===== src/hdl/clock_control_defines.svh =====
// Register offsets, field positions, reset values and bus codes
`ifndef CLOCK_CONTROL_DEFINES_SVH
`define CLOCK_CONTROL_DEFINES_SVH

// Register byte offsets inside the block's window
`define CLK_DIV_ADDR        12'h000
`define MOD_STOP_ADDR       12'h004

// Reset values after power-on reset
`define CLK_DIV_RESET       16'h0000
`define MOD_STOP_RESET      8'h00

// Writable bits; reserved bits read as zero
`define CLK_DIV_WMASK       16'h7FFF
`define MOD_STOP_WMASK      8'hFC

// Divide field positions in the divider control register
`define CORE_DIV_LSB        12
`define BUS_DIV_LSB         9
`define PERIPH_DIV_LSB      6
`define SECOND_TMR_DIV_LSB  3
`define FIRST_TMR_DIV_LSB   0
`define DIV_FIELD_W         3

// Module stop bits occupy bits 7 down to 2
`define STOP_LSB            2
`define STOP_COUNT          6
`define SERIAL_STOP_INDEX   4

// Divide codes with documented ratios
`define DIV_CODE_TIMES_ONE  3'h0
`define DIV_CODE_HALF       3'h1

// AHB-Lite codes
`define HSIZE_WORD          3'h2

`endif


===== src/hdl/clock_control_pkg.sv =====
// Types shared by the clock control block and its ratio dividers
package clock_control_pkg;

   // State of one ratio divider
   typedef struct packed
   {
      logic [2:0] count;
      logic       tick;
   } div_state_t;

   // State of the clock control top
   typedef struct packed
   {
      logic [15:0] clock_frequency_divider_control;
      logic [7:0]  module_clock_stop_control_three;
      logic        dp_valid;
      logic        dp_write;
      logic        dp_word;
      logic [11:0] dp_addr;
      logic [31:0] hrdata;
      logic        hreadyout;
      logic        hresp;
      logic [5:0]  module_clock_enable;
   } ctrl_state_t;

endpackage


===== src/hdl/clk_ratio_tick.sv =====
// Ratio divider: one enable tick every (divide code + 1) input clocks
`timescale 1ns/1ps
module clk_ratio_tick
   import clock_control_pkg::*;
(
   input  wire logic       hclk,
   input  wire logic       hresetn,
   input  wire logic [2:0] divide_code,
   output logic            tick
);

   div_state_t st;
   div_state_t next_st;

   // Count wraps once it reaches the code, so a new code acts at once
   always_comb
   begin
      next_st = st;
      if (st.count >= divide_code)
      begin
         next_st.count = 3'h0;
      end
      else
      begin
         next_st.count = st.count + 3'h1;
      end
      next_st.tick = (next_st.count == 3'h0);
   end

   // State register
   always_ff @(posedge hclk or negedge hresetn)
   begin
      if (!hresetn)
      begin
         st <= '{count: 3'h0, tick: 1'b0};
      end
      else
      begin
         st <= next_st;
      end
   end

   assign tick = st.tick;   // Straight from the flip-flop

   // Ratio one: enable stands high every cycle
   a_ratio_one_high: assert property (@(posedge hclk) disable iff (!hresetn)
      divide_code == 3'h0 |=> tick)
      else $error("ratio one tick missed");

   // Ratio one half: enable toggles each cycle once settled
   a_ratio_half_toggle: assert property (@(posedge hclk) disable iff (!hresetn)
      (divide_code == 3'h1) [*3] |-> tick != $past(tick))
      else $error("half ratio tick not alternating");

endmodule


===== src/hdl/clock_control.sv =====
// Clock control: divide ratios for five clocks and module stop gating
`timescale 1ns/1ps
// Behaviour
// - Core clock enable runs every cycle when its divide code is 000.
// - Bus clock enable runs at half rate when its divide code is 001.
// - Peripheral clock enable runs at half rate for divide code 001.
// - Second timer clock enable runs every cycle for divide code 000.
// - First timer clock enable runs at half rate for divide code 001.
// - A module stop bit at 1, bits 7 to 2, cuts that module's clock.
// - Serial FIFO module keeps its clock while stop bit 6 is 0.
`include "clock_control_defines.svh"
module clock_control
   import clock_control_pkg::*;
(
   input  wire logic        hclk,
   input  wire logic        hresetn,
   input  wire logic        hsel,
   input  wire logic [31:0] haddr,
   input  wire logic [1:0]  htrans,
   input  wire logic        hwrite,
   input  wire logic [2:0]  hsize,
   input  wire logic [31:0] hwdata,
   input  wire logic        hready,
   output logic             hreadyout,
   output logic [31:0]      hrdata,
   output logic             hresp,
   output logic             core_clk_en,
   output logic             bus_clk_en,
   output logic             periph_clk_en,
   output logic             second_timer_clk_en,
   output logic             first_timer_clk_en,
   output logic [5:0]       module_clock_enable
);

   ctrl_state_t st;
   ctrl_state_t next_st;

   logic [4:0]  ticks;
   logic [14:0] div_codes;
   logic        addr_phase;
   logic        wr_div;
   logic        wr_stop;
   logic [31:0] read_mux;

   logic [2:0]  core_clock_divide_field;
   logic [2:0]  bus_clock_divide_field;
   logic [2:0]  peripheral_clock_divide_field;
   logic [2:0]  second_timer_clock_divide_field;
   logic [2:0]  first_timer_clock_divide_field;

   // Named views of the divide fields
   assign core_clock_divide_field =
      st.clock_frequency_divider_control[`CORE_DIV_LSB +: `DIV_FIELD_W];
   assign bus_clock_divide_field =
      st.clock_frequency_divider_control[`BUS_DIV_LSB +: `DIV_FIELD_W];
   assign peripheral_clock_divide_field =
      st.clock_frequency_divider_control[`PERIPH_DIV_LSB +: `DIV_FIELD_W];
   assign second_timer_clock_divide_field =
      st.clock_frequency_divider_control[`SECOND_TMR_DIV_LSB +: `DIV_FIELD_W];
   assign first_timer_clock_divide_field =
      st.clock_frequency_divider_control[`FIRST_TMR_DIV_LSB +: `DIV_FIELD_W];

   // Fields packed low to high: first timer, second timer, periph, bus, core
   assign div_codes = st.clock_frequency_divider_control[14:0];

   // One divider per derived clock, each reading the live register field
   genvar gi;
   generate
      for (gi = 0; gi < 5; gi++)
      begin : g_div
         clk_ratio_tick u_div
         (
            .hclk        (hclk),
            .hresetn     (hresetn),
            .divide_code (div_codes[gi*3 +: 3]),
            .tick        (ticks[gi])
         );
      end
   endgenerate

   // Bus decode: a transfer is taken only when the bus is ready
   assign addr_phase = hsel & hready & htrans[1];
   assign wr_div  = st.dp_valid & st.dp_write & st.dp_word &
                    (st.dp_addr == `CLK_DIV_ADDR);
   assign wr_stop = st.dp_valid & st.dp_write & st.dp_word &
                    (st.dp_addr == `MOD_STOP_ADDR);

   // Read data; a write still in its data phase is forwarded
   always_comb
   begin
      read_mux = 32'h0000_0000;
      if (haddr[11:0] == `CLK_DIV_ADDR)
      begin
         read_mux[15:0] = wr_div ? (hwdata[15:0] & `CLK_DIV_WMASK)
                                 : st.clock_frequency_divider_control;
      end
      else if (haddr[11:0] == `MOD_STOP_ADDR)
      begin
         read_mux[7:0] = wr_stop ? (hwdata[7:0] & `MOD_STOP_WMASK)
                                 : st.module_clock_stop_control_three;
      end
   end

   // Next state: bus phases, register writes and module gating
   always_comb
   begin
      next_st = st;
      next_st.hreadyout = 1'b1;   // Zero wait states, never stalls
      next_st.hresp = 1'b0;       // Always OKAY, even unmapped
      if (wr_div)
      begin
         next_st.clock_frequency_divider_control =
            hwdata[15:0] & `CLK_DIV_WMASK;
      end
      if (wr_stop)
      begin
         next_st.module_clock_stop_control_three =
            hwdata[7:0] & `MOD_STOP_WMASK;
      end
      next_st.dp_valid = addr_phase;
      if (addr_phase)
      begin
         next_st.dp_write = hwrite;
         next_st.dp_word = (hsize == `HSIZE_WORD);
         next_st.dp_addr = haddr[11:0];
         next_st.hrdata = hwrite ? 32'h0000_0000 : read_mux;
      end
      // Gated enables follow the peripheral tick one cycle later
      next_st.module_clock_enable = {6{ticks[2]}} &
         ~st.module_clock_stop_control_three[7:`STOP_LSB];
   end

   // State register
   always_ff @(posedge hclk or negedge hresetn)
   begin
      if (!hresetn)
      begin
         st <= '{clock_frequency_divider_control: `CLK_DIV_RESET,
                 module_clock_stop_control_three: `MOD_STOP_RESET,
                 dp_valid: 1'b0,
                 dp_write: 1'b0,
                 dp_word: 1'b0,
                 dp_addr: 12'h000,
                 hrdata: 32'h0000_0000,
                 hreadyout: 1'b1,
                 hresp: 1'b0,
                 module_clock_enable: 6'h00};
      end
      else
      begin
         st <= next_st;
      end
   end

   // Outputs straight from flip-flops
   assign hreadyout           = st.hreadyout;
   assign hrdata              = st.hrdata;
   assign hresp               = st.hresp;
   assign module_clock_enable = st.module_clock_enable;
   assign first_timer_clk_en  = ticks[0];
   assign second_timer_clk_en = ticks[1];
   assign periph_clk_en       = ticks[2];
   assign bus_clk_en          = ticks[3];
   assign core_clk_en         = ticks[4];

   // Ratio checks at the top-level enables
   a_core_full_rate: assert property (@(posedge hclk) disable iff (!hresetn)
      core_clock_divide_field == `DIV_CODE_TIMES_ONE |=> core_clk_en)
      else $error("core enable not full rate");

   a_bus_half_rate: assert property (@(posedge hclk) disable iff (!hresetn)
      (bus_clock_divide_field == `DIV_CODE_HALF) [*3]
      |-> bus_clk_en != $past(bus_clk_en))
      else $error("bus enable not half rate");

   a_periph_half_rate: assert property (@(posedge hclk)
      disable iff (!hresetn)
      (peripheral_clock_divide_field == `DIV_CODE_HALF) [*3]
      |-> periph_clk_en ##1 !periph_clk_en or
          !periph_clk_en ##1 periph_clk_en)
      else $error("peripheral enable not half rate");

   a_second_tmr_rate: assert property (@(posedge hclk) disable iff (!hresetn)
      second_timer_clock_divide_field == `DIV_CODE_TIMES_ONE
      |=> second_timer_clk_en)
      else $error("second timer enable not full rate");

   a_first_tmr_rate: assert property (@(posedge hclk) disable iff (!hresetn)
      (first_timer_clock_divide_field == `DIV_CODE_HALF) [*2]
      |=> first_timer_clk_en != $past(first_timer_clk_en))
      else $error("first timer enable not half rate");

   // Each stopped module sees no enable
   generate
      for (gi = 0; gi < `STOP_COUNT; gi++)
      begin : g_stop_chk
         a_stop_cuts_clock: assert property (@(posedge hclk)
            disable iff (!hresetn)
            st.module_clock_stop_control_three[gi + `STOP_LSB]
            |=> !module_clock_enable[gi])
            else $error("stopped module still clocked");
      end
   endgenerate

   a_serial_runs: assert property (@(posedge hclk) disable iff (!hresetn)
      !st.module_clock_stop_control_three[`SERIAL_STOP_INDEX + `STOP_LSB]
      && periph_clk_en |=> module_clock_enable[`SERIAL_STOP_INDEX])
      else $error("serial module lost its clock");

   a_write_applies: assert property (@(posedge hclk) disable iff (!hresetn)
      wr_div |=> st.clock_frequency_divider_control ==
                 ($past(hwdata[15:0]) & `CLK_DIV_WMASK))
      else $error("divider write not applied");

   a_stop_write_acts: assert property (@(posedge hclk)
      disable iff (!hresetn)
      wr_stop && hwdata[`SERIAL_STOP_INDEX + `STOP_LSB]
      |=> ##1 !module_clock_enable[`SERIAL_STOP_INDEX])
      else $error("stop write not acted on");

   // Bus side never stalls and never reports an error
   a_bus_never_waits: assert property (@(posedge hclk) disable iff (!hresetn)
      hreadyout)
      else $error("bus ready dropped");

   a_bus_always_okay: assert property (@(posedge hclk) disable iff (!hresetn)
      !hresp)
      else $error("bus response not okay");

   // Reserved bits are masked on write, so they can never be stored
   a_reserved_clear: assert property (@(posedge hclk) disable iff (!hresetn)
      !st.clock_frequency_divider_control[15] &&
      st.module_clock_stop_control_three[1:0] == 2'h0)
      else $error("reserved bit stored");

   // A read with no write pending returns the held divider value
   a_div_read_back: assert property (@(posedge hclk) disable iff (!hresetn)
      addr_phase && !hwrite && haddr[11:0] == `CLK_DIV_ADDR && !wr_div
      |=> hrdata == {16'h0000, $past(st.clock_frequency_divider_control)})
      else $error("divider read back wrong");

   // A read with no write pending returns the held stop bits
   a_stop_read_back: assert property (@(posedge hclk) disable iff (!hresetn)
      addr_phase && !hwrite && haddr[11:0] == `MOD_STOP_ADDR && !wr_stop
      |=> hrdata == {24'h000000, $past(st.module_clock_stop_control_three)})
      else $error("stop register read back wrong");

   // Main scenarios
   c_div_write: cover property (@(posedge hclk) disable iff (!hresetn)
      wr_div);
   c_stop_write: cover property (@(posedge hclk) disable iff (!hresetn)
      wr_stop);
   c_read_back: cover property (@(posedge hclk) disable iff (!hresetn)
      addr_phase && !hwrite ##1 hrdata != 32'h0000_0000);
   c_serial_gated: cover property (@(posedge hclk) disable iff (!hresetn)
      module_clock_enable[`SERIAL_STOP_INDEX] ##1
      !module_clock_enable[`SERIAL_STOP_INDEX]);

endmodule


===== config.mk =====
export PLATFORM = sky130hd
export DESIGN_NAME = clock_control
export DESIGN_NICKNAME = d
export VERILOG_FILES = /design/src/hdl/clock_control_pkg.sv /design/src/hdl/clk_ratio_tick.sv /design/src/hdl/clock_control.sv
export VERILOG_INCLUDE_DIRS = /design/src /design/src/hdl
export SDC_FILE = /design/constraint.sdc
export NUM_CORES = 1
export LEC_CHECK = 0
export ABC_AREA = 1
export BUFFER_PORTS_ARGS = -buffer_cell sky130_fd_sc_hd__buf_2
export CAP_MARGIN = 20
export CORE_AREA = 2 2 88 90
export DETAILED_ROUTE_END_ITERATION = 10
export DIE_AREA = 0 0 90 92
export PLACE_DENSITY = 0.8
export RECOVER_POWER = 25
export SLEW_MARGIN = 20
export SYNTH_ARGS = -nofsm -noshare
export SYNTH_HDL_FRONTEND = slang
export SYNTH_SLANG_ARGS = --single-unit

===== constraint.sdc =====
create_clock -name hclk -period 2.6 [get_ports hclk]
set_input_delay 0.13 -clock hclk [delete_from_list [all_inputs] [get_ports hclk]]
set_output_delay 0.13 -clock hclk [all_outputs]
set_load 0.01 [all_outputs]

# == Word level (Yosys, flattened, before mapping) ==
# Index checks and enable logic that the tools add are counted.
# word_totals
reg_bits,97
in_bits,74
# op_classes
n_addsub,5
n_lt_le_gt_ge,5
n_eq_ne,3
n_mux,11
bitwise_logic,8
reduce_logical,7
# op_table
cell,n
$mux 16,2
$mux 8,4
$eq 12x3->1 const B,2
$logic_not 12->1,2
$add 3x1->3 const B,5
$ge 3x3->1,5
$logic_not 3->1,5
$mux 3,5
$and 1x1->1,6
$and 6x6->6,1
$not 6->6,1
$eq 3x2->1 const B,1

# == Logic depth before layout (Yosys ltp) ==
# Gate-level depths: netlist of run 1.
# depth
depth_word,7
mapped_depth,9
ltp_nobuf,9

# == Modules after synthesis ==
# A second synthesis of run 1 with hierarchy kept.
# unflattened
cells_unflattened,445
hier_area_um2,4060.1
# modules_own_cells
mod,n_inst,cells_each,area_per_inst_um2
clock_control,1,315,2834.0
clk_ratio_tick,5,26,245.2

# == Least setup slack after synthesis of run 1 ==
# Ideal clock, no wire load.
# synth_timing
kind,register -> register
start,register st[49] (netlist bit)
end,register st (netlist bit hrdata[0])
arrival_ns,1.195
slack_ns,1.284
path_stages_with_launch,10
period_less_slack_ns,1.316
cell_sequence,dfrtp_1 nor2_2 nand2_4 nor2_8 nand2_4 buf_6 nand2_2 nand2_2 nand2_2 nand3_2
# synth_lines
element,line,text
start: declaration,clock_control.sv:35,ctrl_state_t st;
start signal: assignment,clock_control.sv:138,"st <= '{clock_frequency_divider_control: `CLK_DIV_RESET,"
start signal: assignment,clock_control.sv:151,st <= next_st;

# == Worst setup path after layout of run 1 ==
# layout_timing
start,input port hsel
end,register st[44] (netlist bit)
# layout_via
elab_chain_len,2
# layout_lines
element,line,text
start: declaration,clock_control.sv:17,"input wire logic hsel,"
$and 1x1->1 (2 in a row),clock_control.sv:82,assign addr_phase = hsel & hready & htrans[1];
# No other way between the ends.
# A chain may end at the register's enable or synchronous reset.

==> summary.md, run 1 <==
| Metric | Value |
|---|---|
| All-Layer GR Usage | `between 10% and 20%` |
| Mean routed wirelength per cell | `12.2 um` |
| WP data required | `roughly 2.8 ns` |
| Crit path max-delay family | `buffers and inverters` |
| Hold Buf Count CTS | `16` |
| Ant diodes | `0` |
| Critical path's largest stage delay | `1.09 ns` |
| Most common cell after layout, fill and taps aside | `nand2_1` |
| Post-layout nets | `roughly 600` |
| Die area | `8280 um^2` |
| Comb pwr share | `23.5%` |
| Period utilization | `74.8%` |
| Slew HR | `1.51%` |
| Crit path top cell by count | `nand2_1` |
| Status | `finished, final reports clean` |
| IO Pins | `119` |
| Crit Path Class | `in -> reg` |
| Chip height | `92 um` |
| GPL Wtd Cong | `0.803` |
| First-pass GRT wire length | `12.7 mm` |
| CTS root buf | `clkbuf_8` |
| Via count | `2859` |
| Largest cells by area after synthesis | `dfrtp_1 51%, nand2_1 13%, buf_4 7.7%` |
| Pleak | `2.58 nW` |
| Internal power | `2.41 mW` |
| Num CTS Buffers | `9` |
| Slew @ Worst Pin | `1.48 ns` |
| Max Fanout on Critical Path | `33` |
| Initial core utilization | `53.3%` |
| Die Wd | `90 um` |
| Core area | `7450 um^2` |
| Post-layout min period | `1.94 ns` |
| Pins Over Slew Limit | `0` |
| TritonRoute pass-1 iters | `6` |
| Share of the synthesized area in the top cell type | `51.0%` |
| Clock sinks | `81` |
| Worst setup EP type | `register` |
| Total routed wirelength | `7.46 mm` |
| Switching pwr | `1.04 mW` |
| H-tree Lvls | `3` |
| RSZ-0062 raised after global routing | `false` |
| Switch share | `about 30%` |
| Drt via density | `4.68` |
| Max cap viols | `0` |
| DR iter-0 viols | `197` |
| Largest net degree at the start of global routing | `82` |
| Worst min path class | `in -> reg` |
| Initial antenna violation count | `0` |
| Maximum VDD drop | `between 0.0003 and 0.0004 V` |
| Synth cell types | `23` |
| Final worst slack | `~0.66 ns` |
| Worst skew pair latency | `0.35 ns` |
| Global route total overflow | `0` |
| Slowest CP cell | `clkbuf_1` |
| Postcts setup bufs | `0` |
| Register area share after synthesis | `51.0%` |
| Area growth from synthesis to layout | `14.1%` |
| Worst EP arrival | `about 2.2 ns` |
| CTS tree | `built` |
| Clock power share | `31.8%` |
| HPWL Detailed | `just under 5 mm` |
| CP bufs+invs | `3` |
| Final setup fails | `0` |
| Yosys top cell by area | `dfrtp_1` |
| Average cell area after synthesis | `8.93 um^2` |
| Crit start category | `primary input` |
| Fraction of layout cells with a size suffix above 1 | `23.4%` |
| Crit path cell chain | `buf_2 -> nand3_1 -> clkbuf_1 -> inv_1 -> nand2_1 -> nand2_1` |
| IO Port Bufs | `62` |
| Skew final | `0.0133 ns` |
| CTS Buffer Depth | `2` |
| Vias in the first global route | `2857` |
| Row count | `32` |
| Mapped Cells | `445` |
| Sequential power share | `44.7%` |
| Syn Std Cell Area | `3970 um^2` |
| Final ANT Viol Nets | `0` |
| Power per cell area | `761 nW/um^2` |
| DRC viols | `0` |
| Pre-CTS worst setup slack | `0.869 ns` |
| Most frequent cells in the layout | `134 x nand2_1, 81 x dfrtp_1, 61 x buf_2, 45 x inv_1, 27 x nor2_1` |
| Fmax | `0.514 GHz` |
| Setup TNS Final | `0 ns` |
| Synth Register Bits | `81` |
| PostCTS Resize Cnt | `0` |
| CTS clk-pin slew, worst paths | `0.08 ns` |
| Final hold vios | `0` |
| Yosys warnings | `0` |
-- Yosys cell counts --
cell and count:
nand2_4 2, buf_4 41, nor2_8 1, inv_1 45, conb_1 2, nor2_1 27
nand3_2 4, ha_1 20, buf_6 2, a21oi_1 11, nor2_4 4, dfrtp_1 81
inv_2 2, o31ai_1 5, nor3_1 1, nor2_2 3, nand3_1 21, nand2_2 21
nand2_1 134, o21ai_0 7, or2_2 5, a21boi_0 2, clkbuf_1 4
-- metal layers --
layer | GRT usage (%) | wire length, um
met1 | 22.7 | 3330
met2 | 33.4 | 3610
met3 | 3.29 | 274
met4 | 10.8 | 243
met5 | 0 | 0
-- cell type report --
class / instances / area (um^2)
flip-flops and latches: 81 / 2030
clock buffers: 9 / 124
inverters: 47 / 176
clock inverters: 7 / 119
fillers: 652 / 2910
well taps: 102 / 128
multi-input cells: 286 / 1480
repair buffers: 79 / 480
-- power groups by stage --
stage	Sequential, mW	Combinational (mW)	Clock, mW
2_1_floorplan	1.55	0.587	0
3_3_place_gp	1.55	0.724	0
3_5_place_dp	1.57	0.782	0
4_1_cts	1.54	0.812	1.12
5_1_grt	1.56	0.954	1.18
6_report	1.54	0.812	1.10
-- registers in the layout, indices dropped and copies added (netlist names) --
signal                   count
bus_clock_divide_field       3
core_clock_divide_field      3
div_codes                    9
g_div.u_div.st              15
g_div.u_div.tick             5
hrdata                      16
module_clock_enable          6
st                          24
-- kinds of logic after synthesis --
family,count (synthesis),synth area share [%]
AOI/OAI and AO/OA,25,3.59
adders and majority gates,20,6.30
buffers and inverters,94,13.1
DFF,81,51.0
other,2,0.189
and+or+nand+nor,223,25.8
-- worst paths after layout --
path                                    start                                    to  slack, ns  cells after the start
max                                      hsel                    st[44]$_DFFE_PN0P_       0.66                      6
min                                hwdata[13]  core_clock_divide_field[1]$_DFF_PN0_       0.01                      3
max reg2reg                st[44]$_DFFE_PN0P_                 hrdata[9]$_DFFE_PN0P_       0.87                      9
min reg2reg                  st[62]$_DFF_PN0_      module_clock_enable[5]$_DFF_PN0_       0.43                      1
max in group asynchronous             hresetn         g_div[2].u_div.tick$_DFF_PN0_       1.72                      2
min in group asynchronous             hresetn                hrdata[14]$_DFFE_PN0P_       0.35                      2
-- per-stage QoR --
stage,area (um^2),hold WS [ns],utilization [%],power (mW),std cells
after global placement,4140,0.341,55.5,2.28,579
after CTS,4540,0.00329,60.9,3.48,611
after detailed placement,4140,0.349,55.5,2.35,579
final,4530,0.0115,60.9,3.45,611
after global routing,4530,0.0156,60.9,3.69,611
after floorplan,4030,-0.166,-,2.14,461
-- worst reg2reg max path, delay by kind of cell, from the launching register on --
kind                   cells  cell delay [ns]
buffers and inverters      1             0.19
DFF                        1             0.39
and+or+nand+nor            8             1.10
Note: power is estimated with default switching activity, not from simulation.
==> inputs of run 2 (changes only) <==
--- a/config.mk
+++ b/config.mk
@@ -9,10 +9,10 @@
 export ABC_AREA = 1
 export BUFFER_PORTS_ARGS = -buffer_cell sky130_fd_sc_hd__buf_2
 export CAP_MARGIN = 20
-export CORE_AREA = 2 2 88 90
+export CORE_AREA = 2 2 95 97
 export DETAILED_ROUTE_END_ITERATION = 10
-export DIE_AREA = 0 0 90 92
-export PLACE_DENSITY = 0.8
+export DIE_AREA = 0 0 97 99
+export PLACE_DENSITY = 0.72
 export RECOVER_POWER = 25
 export SLEW_MARGIN = 20
 export SYNTH_ARGS = -nofsm -noshare
==> constraint.sdc (replaced) <==
create_clock -name hclk -period 1.6 [get_ports hclk]
set_input_delay 0.08 -clock hclk [delete_from_list [all_inputs] [get_ports hclk]]
set_output_delay 0.08 -clock hclk [all_outputs]
set_load 0.01 [all_outputs]
==> run 2 against run 1 <==
  * Worst setup slack worse by 0.49 ns
  * Core utilization shrank 5.6 points
  * Design area rose by 4.2%
  * First-iteration DRC count is 22% lower
  * Clock power increased by 25%
  * Total power rose by 50%
  * Sequential share of layout area down 1.8 points
  * Final cell count up 4.7%
  * Flip-flop and latch count is the same
  * Critical path type is now reg -> reg
  * Largest power group unchanged
==> summary.md, run 2 (same netlist as run 1, synthesis figures left out) <==
| Metric | Value |
|---|---|
| Row count | `34` |
| Max cap viols | `0` |
| Slew @ Worst Pin | `0.607 ns` |
| Most common cell after layout, fill and taps aside | `nand2_1` |
| Period utilization | `between 80 and 90%` |
| Mean routed wirelength per cell | `approximately 12 um` |
| DR iter-0 viols | `153` |
| WP data required | `approximately 1.9 ns` |
| GPL Wtd Cong | `0.803` |
| Largest reg by FF count | `st` |
| Total routed wirelength | `7.65 mm` |
| CTS clk-pin slew, worst paths | `0.08 ns` |
| Pins Over Slew Limit | `0` |
| Via count | `2948` |
| Die area | `9600 um^2` |
| Largest net degree at the start of global routing | `40` |
| Clock sinks | `81` |
| Post-layout nets | `between 600 and 700` |
| Setup TNS Final | `0 ns` |
| Maximum VDD drop | `about 0.00051 V` |
| Max Fanout on Critical Path | `3` |
| Most frequent cells in the layout | `133 x nand2_1, 81 x dfrtp_1, 61 x buf_2, 45 x inv_1, 29 x dlygate4sd3_1` |
| HPWL Detailed | `about 5.4 mm` |
| Ant diodes | `0` |
| Final setup fails | `0` |
| CTS tree | `built` |
| Drt via density | `~4.6` |
| IO Port Bufs | `62` |
| Area growth from synthesis to layout | `18.9%` |
| Worst skew pair latency | `0.36 ns` |
| Num CTS Buffers | `9` |
| Fmax | `0.695 GHz` |
| Slew HR | `59.6%` |
| Post-layout min period | `around 1.4 ns` |
| Initial core utilization | `46.5%` |
| Die Wd | `97 um` |
| Worst min path class | `in -> reg` |
| First-pass GRT wire length | `around 13 mm` |
| Chip height | `99 um` |
| Fraction of layout cells with a size suffix above 1 | `24.6%` |
| TritonRoute pass-1 iters | `4` |
| Power per cell area | `between 1000 and 1500 nW/um^2` |
| Skew final | `0.00997 ns` |
| CTS Buffer Depth | `2` |
| DRC viols | `0` |
| RSZ-0062 raised after global routing | `false` |
| Crit Path Class | `reg -> reg` |
| Filler cell count | `approximately 750` |
| Final hold vios | `0` |
| Core area | `8550 um^2` |
| Worst EP arrival | `between 1.5 and 2 ns` |
| Global route total overflow | `0` |
| Max reg flops | `24` |
| Crit start category | `register` |
| All-Layer GR Usage | `17.2%` |
| Final ANT Viol Nets | `0` |
| Multi-input gate area | `1500 um^2` |
| Status | `finished, final reports clean` |
| Initial antenna violation count | `0` |
| Register area | `2030 um^2` |
| Worst setup EP type | `register` |
| Pleak | `2.66 nW` |
| H-tree Lvls | `3` |
| Vias in the first global route | `between 2000 and 3000` |
| IO Pins | `119` |
| CTS root buf | `clkbuf_8` |
| Power Total | `5.19 mW` |
run 2: changes by cell type in the layout (fill, tap and decap cells not counted), sizes merged:
cell / change
buf: +8
nand2: +1
clkbuf: +1
clkinvlp: +1
inv: +3
clkinv: -1
dlygate4sd3: +13
bufinv: -3
run 2: what timing repair did:
action / CTS / global route
setup endpoints to repair: 0 / 10
setup buffers: 0 / 4
endpoints found under the hold margin: 111 / 0
hold buffers: 29 / 0
resized for setup: 0 / 3
run 2: final timing paths:
path                            cells past startpoint                            from  slack (ns)                                   to
min in group asynchronous                           2                         hresetn        0.25               hrdata[15]$_DFFE_PN0P_
worst min-delay path                                3                       hwdata[0]        0.03               div_codes[0]$_DFF_PN0_
worst max-delay path                                7  g_div[2].u_div.st[1]$_DFF_PN0_        0.16       g_div[2].u_div.st[3]$_DFF_PN0_
max in group asynchronous                           3                         hresetn        0.34  bus_clock_divide_field[0]$_DFF_PN0_
worst min register to register                      1                st[62]$_DFF_PN0_        0.43     module_clock_enable[5]$_DFF_PN0_
worst max register to register                      7  g_div[2].u_div.st[1]$_DFF_PN0_        0.16       g_div[2].u_div.st[3]$_DFF_PN0_
run 2: critical path, stage by stage, from the launching register on:
cell	delay [ns]
dfrtp_1	0.39
inv_1	0.07
ha_1	0.26
o21ai_0	0.16
nand2_1	0.08
a21oi_1	0.17
inv_1	0.11
a21oi_1	0.13
run 2: through the flow:
stage | instance area, um^2 | instances | hold slack, ns | utilization (%) | worst slack [ns]
after floorplan | 4030 | 461 | -0.216 | - | 0.284
after global placement | 4190 | 590 | 0.00405 | 49.0 | 0.117
after detailed placement | 4190 | 590 | 0.00687 | 49.0 | 0.0814
after CTS | 4660 | 635 | 0.0167 | 54.5 | 0.0603
after global routing | 4720 | 640 | 0.0197 | 55.3 | 0.00843
final | 4720 | 640 | 0.0290 | 55.3 | 0.161
run 2: cell type report:
| class | count | area share, % |
|---|---|---|
| Clock inverter | 7 | 1.14 |
| Clock buffer | 9 | 2.62 |
| Tap cell | 108 | 2.86 |
| Inverter | 47 | 3.73 |
| Sequential cell | 81 | 42.9 |
| Multi-Input combinational cell | 287 | 31.8 |
| Timing Repair Buffer | 101 | 14.9 |
run 2: report_power, final:
group          internal [mW]  switching (mW)
clock network          0.576           0.790
logic                  0.569           0.755
registers               2.33           0.165
run 2: metal layers:
metal	vias up	track usage, %	wire [um]
met1	1377	21.1	3250
met2	74	29.4	3890
li1	1483	-	-
met4	0	6.93	133
met5	-	0	0
met3	14	3.97	379
